[src/ppwm_regs.svh]
`ifndef PPWM_REGS_SVH
`define PPWM_REGS_SVH

// ----------------------------------------
// Mode strap encodings
// ----------------------------------------
`define PPWM_MODE_W 2
`define PPWM_STRAP_VOLTAGE 2'h0
`define PPWM_STRAP_FEEDFWD 2'h1
`define PPWM_STRAP_PEAK 2'h2

// ----------------------------------------
// Supply qualification
// ----------------------------------------
`define PPWM_SUPPLY_OK_NS 1000
`define PPWM_CLK_NS 8
`define PPWM_SUPPLY_OK_CYC ((`PPWM_SUPPLY_OK_NS + `PPWM_CLK_NS - 1) / `PPWM_CLK_NS)
`define PPWM_SUPPLY_CNT_W 8

`endif

[src/ppwm_pkg.sv]
package ppwm_pkg;

  typedef enum logic [1:0] {
    PPWM_MODE_VOLTAGE,
    PPWM_MODE_FEEDFWD,
    PPWM_MODE_PEAK,
    PPWM_MODE_NONE
  } ppwm_mode_t;

  typedef enum logic [1:0] {
    PPWM_ST_STARTUP,
    PPWM_ST_IDLE,
    PPWM_ST_ON,
    PPWM_ST_CUT
  } ppwm_state_t;

  typedef struct packed {
    logic to_regulator;
    logic to_vin;
    logic to_ground;
  } ppwm_strap_t;

  typedef struct packed {
    logic out_a;
    logic out_b;
  } ppwm_drive_t;

endpackage : ppwm_pkg

[src/ppwm_core.sv]
`timescale 1ns/1ps
`include "ppwm_regs.svh"

// What this block does
// - Outside startup, flag clears only from current comparator
// - Comparator gated by drive outputs being on
// - Outputs on only while control input high
// - Flag drops at next pulse rising edge
// - Push-pull; each output at half rate
// - Overcurrent terminates the present switching cycle
// - Overcurrent sets current flag pin high
// - Strap pin selects control mode
// - Overcurrent turns outputs off, raises flag
// - Flag held high until supplies good
// - Pulse input low keeps outputs disabled
// - Each pulse rising edge in the idle state with control input high and no overcurrent starts a period

module ppwm_core (
  input wire logic CLK,
  input wire logic RSTN,
  input wire logic PULSE_IN,
  input wire logic CTRL_IN,
  input wire logic OVER_LIMIT,
  input wire logic SUPPLY_GOOD,
  input wire ppwm_pkg::ppwm_strap_t MODE_SET_PIN,
  output logic GATE_DRIVE_OUTPUT_A,
  output logic GATE_DRIVE_OUTPUT_B,
  output logic CURRENT_FLAG_PIN,
  output ppwm_pkg::ppwm_mode_t MODE,
  output logic READY
);

  // ----------------------------------------
  // State
  // ----------------------------------------
  ppwm_pkg::ppwm_state_t state_ff;
  ppwm_pkg::ppwm_state_t nxt_state;
  ppwm_pkg::ppwm_drive_t drive_ff;
  ppwm_pkg::ppwm_drive_t nxt_drive;
  logic pulse_d_ff;
  logic phase_ff;
  logic overcurrent_flag_ff;
  logic clear_armed_ff;
  logic [`PPWM_SUPPLY_CNT_W-1:0] supply_cnt_ff;

  // ----------------------------------------
  // Decode nets
  // ----------------------------------------
  logic supply_ok;
  logic pulse_rise;
  logic cut_event;
  logic comp_clear;
  logic take;

  // ----------------------------------------
  // Drive decode
  // ----------------------------------------
  // Shared by the cut and clear paths
  function automatic logic any_on(input ppwm_pkg::ppwm_drive_t d);
    any_on = d.out_a | d.out_b;
  endfunction : any_on

  // One output per period, picked by the phase
  function automatic ppwm_pkg::ppwm_drive_t steer(input logic phase);
    steer.out_a = ~phase;
    steer.out_b = phase;
  endfunction : steer

  assign supply_ok = (supply_cnt_ff == `PPWM_SUPPLY_CNT_W'(`PPWM_SUPPLY_OK_CYC));
  assign pulse_rise = PULSE_IN & ~pulse_d_ff;
  assign cut_event = OVER_LIMIT & any_on(drive_ff);
  // Comparator result counts only while a gate drive is on
  assign comp_clear = ~OVER_LIMIT & any_on(drive_ff);
  // Refused edges leave the steering phase where it was
  assign take = pulse_rise & CTRL_IN & ~OVER_LIMIT;

  ppwm_mode_decode u_mode (
    .CLK(CLK),
    .RSTN(RSTN),
    .capture(supply_ok & ~READY),
    .strap(MODE_SET_PIN),
    .mode_ff(MODE)
  );

  // ----------------------------------------
  // Supply qualification
  // ----------------------------------------
  // Supply must stay good for the whole count; any dropout restarts it
  always_ff @(posedge CLK or negedge RSTN) begin
    if (!RSTN) begin
      supply_cnt_ff <= '0;
    end else if (!SUPPLY_GOOD) begin
      supply_cnt_ff <= '0;
    end else if (!supply_ok) begin
      supply_cnt_ff <= supply_cnt_ff + `PPWM_SUPPLY_CNT_W'(1);
    end
  end

  // Mode is caught on the same edge that READY rises
  always_ff @(posedge CLK or negedge RSTN) begin
    if (!RSTN) begin
      READY <= 1'b0;
    end else begin
      READY <= supply_ok;
    end
  end

  // ----------------------------------------
  // Pulse edge detect
  // ----------------------------------------
  // Idles low like the pin, so no false edge follows reset
  always_ff @(posedge CLK or negedge RSTN) begin
    if (!RSTN) begin
      pulse_d_ff <= 1'b0;
    end else begin
      pulse_d_ff <= PULSE_IN;
    end
  end

  // ----------------------------------------
  // Period sequencer
  // ----------------------------------------
  always_comb begin
    nxt_state = state_ff;
    nxt_drive = '0;
    case (state_ff)
      ppwm_pkg::PPWM_ST_STARTUP: begin
        if (READY) begin
          nxt_state = ppwm_pkg::PPWM_ST_IDLE;
        end
      end
      ppwm_pkg::PPWM_ST_IDLE: begin
        if (take) begin
          nxt_state = ppwm_pkg::PPWM_ST_ON;
          nxt_drive = steer(phase_ff);
        end
      end
      ppwm_pkg::PPWM_ST_ON: begin
        // Overcurrent is tested first, so a cut beats a normal end
        if (cut_event) begin
          nxt_state = ppwm_pkg::PPWM_ST_CUT;
        end else if (!PULSE_IN || !CTRL_IN) begin
          nxt_state = ppwm_pkg::PPWM_ST_IDLE;
        end else begin
          nxt_drive = drive_ff;
        end
      end
      ppwm_pkg::PPWM_ST_CUT: begin
        // Truncated pulse stays off until the pulse input falls
        if (!PULSE_IN) begin
          nxt_state = ppwm_pkg::PPWM_ST_IDLE;
        end
      end
      default: begin
        // Unreachable code; recover with outputs off
        nxt_state = ppwm_pkg::PPWM_ST_IDLE;
      end
    endcase
  end

  always_ff @(posedge CLK or negedge RSTN) begin
    if (!RSTN) begin
      state_ff <= ppwm_pkg::PPWM_ST_STARTUP;
    end else begin
      state_ff <= nxt_state;
    end
  end

  always_ff @(posedge CLK or negedge RSTN) begin
    if (!RSTN) begin
      drive_ff <= '0;
    end else begin
      drive_ff <= nxt_drive;
    end
  end

  // Phase flips per started period, so each output runs at half rate
  always_ff @(posedge CLK or negedge RSTN) begin
    if (!RSTN) begin
      phase_ff <= 1'b0;
    end else if (state_ff == ppwm_pkg::PPWM_ST_IDLE && take) begin
      phase_ff <= ~phase_ff;
    end
  end

  // ----------------------------------------
  // Outputs
  // ----------------------------------------
  assign GATE_DRIVE_OUTPUT_A = drive_ff.out_a;
  assign GATE_DRIVE_OUTPUT_B = drive_ff.out_b;

  // ----------------------------------------
  // Overcurrent flag
  // ----------------------------------------
  // Arm remembers that a clear condition was seen; the drop waits for a pulse edge
  always_ff @(posedge CLK or negedge RSTN) begin
    if (!RSTN) begin
      clear_armed_ff <= 1'b0;
    end else if (cut_event || !overcurrent_flag_ff) begin
      clear_armed_ff <= 1'b0;
    end else if (comp_clear) begin
      clear_armed_ff <= 1'b1;
    end
  end

  // A cut in the same cycle as a clear wins
  always_ff @(posedge CLK or negedge RSTN) begin
    if (!RSTN) begin
      overcurrent_flag_ff <= 1'b1;
    end else if (state_ff == ppwm_pkg::PPWM_ST_STARTUP) begin
      overcurrent_flag_ff <= ~READY;
    end else if (cut_event) begin
      overcurrent_flag_ff <= 1'b1;
    end else if (pulse_rise && (clear_armed_ff || comp_clear)) begin
      overcurrent_flag_ff <= 1'b0;
    end
  end

  assign CURRENT_FLAG_PIN = overcurrent_flag_ff;

endmodule : ppwm_core

[src/ppwm_mode_decode.sv]
`timescale 1ns/1ps
`include "ppwm_regs.svh"

module ppwm_mode_decode (
  input wire logic CLK,
  input wire logic RSTN,
  input wire logic capture,
  input wire ppwm_pkg::ppwm_strap_t strap,
  output ppwm_pkg::ppwm_mode_t mode_ff
);

  // ----------------------------------------
  // Strap decode
  // ----------------------------------------
  function automatic ppwm_pkg::ppwm_mode_t decode_strap(input ppwm_pkg::ppwm_strap_t s);
    if (s.to_ground) begin
      decode_strap = ppwm_pkg::PPWM_MODE_PEAK;
    end else if (s.to_vin) begin
      decode_strap = ppwm_pkg::PPWM_MODE_FEEDFWD;
    end else if (s.to_regulator) begin
      decode_strap = ppwm_pkg::PPWM_MODE_VOLTAGE;
    end else begin
      decode_strap = ppwm_pkg::PPWM_MODE_NONE;
    end
  endfunction : decode_strap

  // Caught by a clock edge after reset release, never by the reset itself
  always_ff @(posedge CLK or negedge RSTN) begin
    if (!RSTN) begin
      mode_ff <= ppwm_pkg::PPWM_MODE_NONE;
    end else if (capture) begin
      mode_ff <= decode_strap(strap);
    end
  end

endmodule : ppwm_mode_decode

[config.mk]
export PLATFORM = sky130hd
export DESIGN_NAME = ppwm_core
export DESIGN_NICKNAME = d
export VERILOG_FILES = /design/src/ppwm_pkg.sv /design/src/ppwm_core.sv /design/src/ppwm_mode_decode.sv
export VERILOG_INCLUDE_DIRS = /design/src /design/src/src
export SDC_FILE = /design/constraint.sdc
export NUM_CORES = 1
export LEC_CHECK = 0
export ABC_AREA = 1
export BUFFER_PORTS_ARGS = -buffer_cell sky130_fd_sc_hd__buf_2
export CORE_ASPECT_RATIO = 1.5
export CORE_MARGIN = 3
export CORE_UTILIZATION = 50
export DETAILED_ROUTE_END_ITERATION = 16
export GPL_ROUTABILITY_DRIVEN = 0
export GPL_TIMING_DRIVEN = 0
export PLACE_DENSITY = 0.71
export SYNTH_ARGS = -nofsm -noshare
export SYNTH_HDL_FRONTEND = slang
export SYNTH_SLANG_ARGS = --single-unit
[constraint.sdc]
create_clock -name CLK -period 1.5 [get_ports CLK]
set_input_delay 0.45 -clock CLK [delete_from_list [all_inputs] [get_ports CLK]]
set_output_delay 0.45 -clock CLK [all_outputs]
set_load 0.01 [all_outputs]
Word-level counts from Yosys, hierarchy flattened
Cells that the tools add are included.

word-level totals
  bits in registers = 19
  bits of input ports = 9
  word-level logic and storage cells = 63

cells by class
  add/subtract/negate cells = 1
  equal/unequal tests = 9
  mux-type cells = 20
  bitwise operators = 11
  reductions and logical operators = 12

operators with widths
  cell                                            number
  two-way mux 2 bit                               11
  two-way mux 8 bit                               2
  adder 8 x 1 -> 8 bit (second input constant)    1
  == test 8 x 7 -> 1 bit (second input constant)  1
  inequality test 2 bit (second input constant)   4
  one-hot mux 2 bit (4 select lines)              1
  bitwise AND 1 bit                               6
  two-way mux 1 bit                               5
  == test 2 bit (second input constant)           2
  NOT 1 bit                                       4
  one-hot mux 2 bit (2 select lines)              1
  AND reduction 4 bit                             1
  logical NOT 1 bit                               3
  logical OR 1 bit                                3
  inequality test 3 bit (second input constant)   1
  nonzero test 3 bit                              1
  == test 2 x 1 -> 1 bit (second input constant)  1
  logical AND 1 bit                               2
  logical NOT 2 bit                               1
  nonzero test 2 bit                              1
  bitwise OR 1 bit                                1

Logic depth before layout (Yosys ltp)
  word-level depth = 7
  mapped depth = 9
  depth with buffers taken out = 9

Modules after synthesis
From an unflattened synthesis, not the netlist that was laid out.

second synthesis, totals
  cell total of the unflattened synthesis = 140
  area, all modules = 1069.8 µm²

modules (own cells, without submodules)
  module            instances  cells an instance  area an instance (µm²)  seq. area each (µm²)
  ppwm_core         1          125                968.4                   426.7
  ppwm_mode_decode  1          15                 101.3                   52.6

Worst setup path before layout
No wires, ideal clock.

  kind = reg-to-reg
  from = register state_ff[0]
  to = register state_ff[1]
  arrival = 1.075 ns
  data required time = 1.384 ns
  slack = 0.309 ns
  stages on the path, launching flop included = 9
  path through = dfrtp_1 inv_1 ha_1 inv_1 nor2_1 nor2_1 nand3_1 nand2_1 nand2_1

on the way
  longest elaborated chain between the ends = 3
  elaborated cells on any way between the ends = 10
  classes of those cells = eq/ne: 7; mux: 1; reduce/logical: 2

ends and longest elaborated chain
  element                                                                                 line              RTL
  start, declared                                                                         ppwm_core.sv:36   ppwm_pkg::ppwm_state_t state_ff;
  start signal, assigned                                                                  ppwm_core.sv:163  state_ff <= ppwm_pkg::PPWM_ST_STARTUP;
  start signal, assigned                                                                  ppwm_core.sv:165  state_ff <= nxt_state;
  == test 2 bit, or another cell as far along                                             ppwm_core.sv:126  case (state_ff)
  inequality test 3 bit (no source line) / inequality test 2 bit (equally long branches)  -
  AND reduction 4 bit (no source line)                                                    -

Parallel ways exist; a longest one is shown, timed or not.
A chain may end at the register's enable or synchronous reset.

Final worst setup path
  from = register overcurrent_flag_ff, in the netlist CURRENT_FLAG_PIN
  to = output CURRENT_FLAG_PIN

RTL lines
  element                 line              RTL
  start, declared         ppwm_core.sv:42   logic overcurrent_flag_ff;
  start signal, assigned  ppwm_core.sv:211  overcurrent_flag_ff <= ~READY;
  end, declared           ppwm_core.sv:28   output logic CURRENT_FLAG_PIN,

No word-level cell between the ends.

==> out/qor.yml <==
setup_path:
  slowest_delay_ns: 0.55
  startpoint: "CURRENT_FLAG_PIN"
  crit_path_max_fanout: 3
  critPathKind: "reg -> out"
  cp.depth: 1
  rr_startpoint: "state_ff[0]"
  crit_path_end_kind: "primary output"
  critPathSlowestCell: "dfstp_2"
  startpoint_type: "flop"
  path_delay_family: "flip-flops"
  crit_path_cell_trace: "buf_2"
  reg2regPathDepth: 9
  path_buf_inv: 1
  arrival_ns: 0.96
  worstPathRequired_ns: 1.05
drt:
  routed_via_density: 5.24
  vias: 938
  ant_nets: 0
  drtIter0Drc: 35
  firstDrtPassIters: 4
  drc: 0
  wl_per_cell_um: 11.2
  wirelength_mm: 2.01
place:
  detailed_place_hpwl_mm: 1.59
  dp_worst_setup_slack_ns: 0.136
  place.port_buffers: 13
sta:
  finalMaxSlewViolations: 0
  fin_crit_ns: 1.41
  worstMarginPinSlew_ns: 0.417
  grt_setup_unrepaired: "false"
  fin_ws_ns: 0.0855
  finalCritPeriodShare_pct: 94.3
  skew_ns: 0.0144
  setup-violations-final: 0
  hold_viol_final: 0
  slew_headroom_pct: 72.2
  max_freq_mhz: 707
  tns_ns: 0
die:
  ios: 15
  core_mm2: 0.00205
  die_h_um: 63.1
  dieArea_mm2: 0.00278
  start_util_pct: 53.0
  die_x_um: 44.1
  rows: 20
power_and_ir_drop:
  max-vdd-ir-drop_uv: 408
  p_leak_nw: 0.696
  p_per_area_mw_per_mm2: 676
status:
  status: "finished clean"
synthesis:
  ys_seq_elements: 19
  ys_top_cells_by_count: "nand2_1, inv_1, dfrtp_1, nor2_1, nand3_1"
  syn_nets: 153
  ys_warn_count: 0
  synth_ff_type: "dfrtp_1"
  syn_area_mm2: 0.00109
  synthTopCellsByArea: "dfrtp_1, nand2_1, dfstp_2"
  synthDominantCellAreaShare_pct: 36.8
  ys_types: 26
  ys_async_sr_fraction_pct: 100
  avgSynthCellArea_um2: 7.89
  synth-edff-count: 0
  syn_inst: 138
  ys_seq_area_share_pct: 44.0
  synth.most_common_cell: "nand2_1"
  yosys.area.top_type: "dfrtp_1"
clocking:
  h-tree-depth: 1
  cts.sinks: 19
  cts_buffer_depth: 2
  cts_root_buf: "clkbuf_4"
  cts_hold_buffers: 0
  worstSkewPairLatency_ns: 0.29
  path_clk_slew_ns: 0.11
  cts_buffers: 3
  cts_tree: "yes"
grt:
  grt_pass1_vias: 995
  grt_remaining_overflow: 0
  grt_usage_pct: 17.2
  antenna_found_initial: 0
  grt_max_degree: 20
  grt_first_pass_wirelength_mm: 3.75
layout:
  area_growth_pct: 12.8
  fillerInstances: 202
  drive_above_1_share_pct: 21.7
  multi_input_area_um2: 517
  num_antenna_cells: 0
  fin_nets: 173
  seq_area_um2: 479
job:
  maxCapViolations: 0
hold_path:
  hold_class: "in -> async"
==> cells by family after synthesis <==
| kind of cell | after synthesis | synth area share, % |
|---|---|---|
| AND/OR/NAND/NOR | 71 | 30.3 |
| buffers and inverters | 25 | 8.97 |
| flip-flops | 19 | 44.0 |
| AO/OA/AOI/OAI | 16 | 8.97 |
| adder cells (fa/ha/maj) | 6 | 6.90 |
| XOR/XNOR | 1 | 0.805 |
==> cells in the final DEF (no fill, tap or decap), types with 3 or more instances in the layout <==
master,n
inv_1,19
nand2_1,33
buf_4,3
nand3_1,13
inv_2,4
buf_2,13
clkbuf_4,3
o21ai_1,6
nor2_1,15
dfstp_2,3
dfrtp_1,16
o21bai_1,3
ha_1,6
==> through the flow <==
step / std cells / util (%) / total power [mW] / hold slack (ns) / cell area, µm²
2_1_floorplan: 138 / - / 0.567 / 0.154 / 1090
3_3_place_gp: 173 / 57.6 / 0.594 / 0.413 / 1180
3_5_place_dp: 173 / 57.6 / 0.597 / 0.412 / 1180
4_1_cts: 177 / 58.8 / 0.841 / 0.0928 / 1210
5_1_grt: 179 / 59.8 / 0.876 / 0.0972 / 1230
6_report: 179 / 59.8 / 0.830 / 0.0785 / 1230
==> area by class of cell <==
type / instances / area share, %
well taps: 22 / 2.24
multi-input cells: 94 / 42.1
clock buffers: 4 / 2.14
inverters: 24 / 7.34
repair buffers: 15 / 6.52
plain buffers: 1 / 0.612
flip-flops and latches: 19 / 39.0
==> sequential cells by signal, summed over array words and instances (netlist names) <==
name,cells
pulse_d_ff,1
supply_cnt_ff,8
state_ff,2
u_mode.mode_ff,2
phase_ff,1
GATE_DRIVE_OUTPUT_B,1
GATE_DRIVE_OUTPUT_A,1
clear_armed_ff,1
CURRENT_FLAG_PIN,1
READY,1
==> layer usage <==
metal	up-vias	global-route usage, %	wire, µm
met1	445	17.1	783
li1	471	-	-
met3	2	2.00	90
met4	0	7.92	20
met2	20	32.8	1120
met5	-	0	0
==> power breakdown <==
part / total [mW] / internal [mW] / switching, mW
combinational: 0.0581 / 0.0216 / 0.0365
clock: 0.244 / 0.103 / 0.141
sequential: 0.528 / 0.520 / 0.00773
==> worst paths after layout <==
check | endpoint | slack (ns)
max | CURRENT_FLAG_PIN | 0.09
min | supply_cnt_ff[0] | 0.08
max reg2reg | state_ff[1] | 0.18
min reg2reg | u_mode.mode_ff[0] | 0.48
max in group asynchronous | u_mode.mode_ff[0] | 1.08
min in group CLK | pulse_d_ff | 0.30
==> repair_timing <==
action                     CTS  global route
setup endpoints to repair    0             2
buffers inserted             0             2
resized for setup            0             2
No activity file was read; power rests on OpenSTA's default activity.
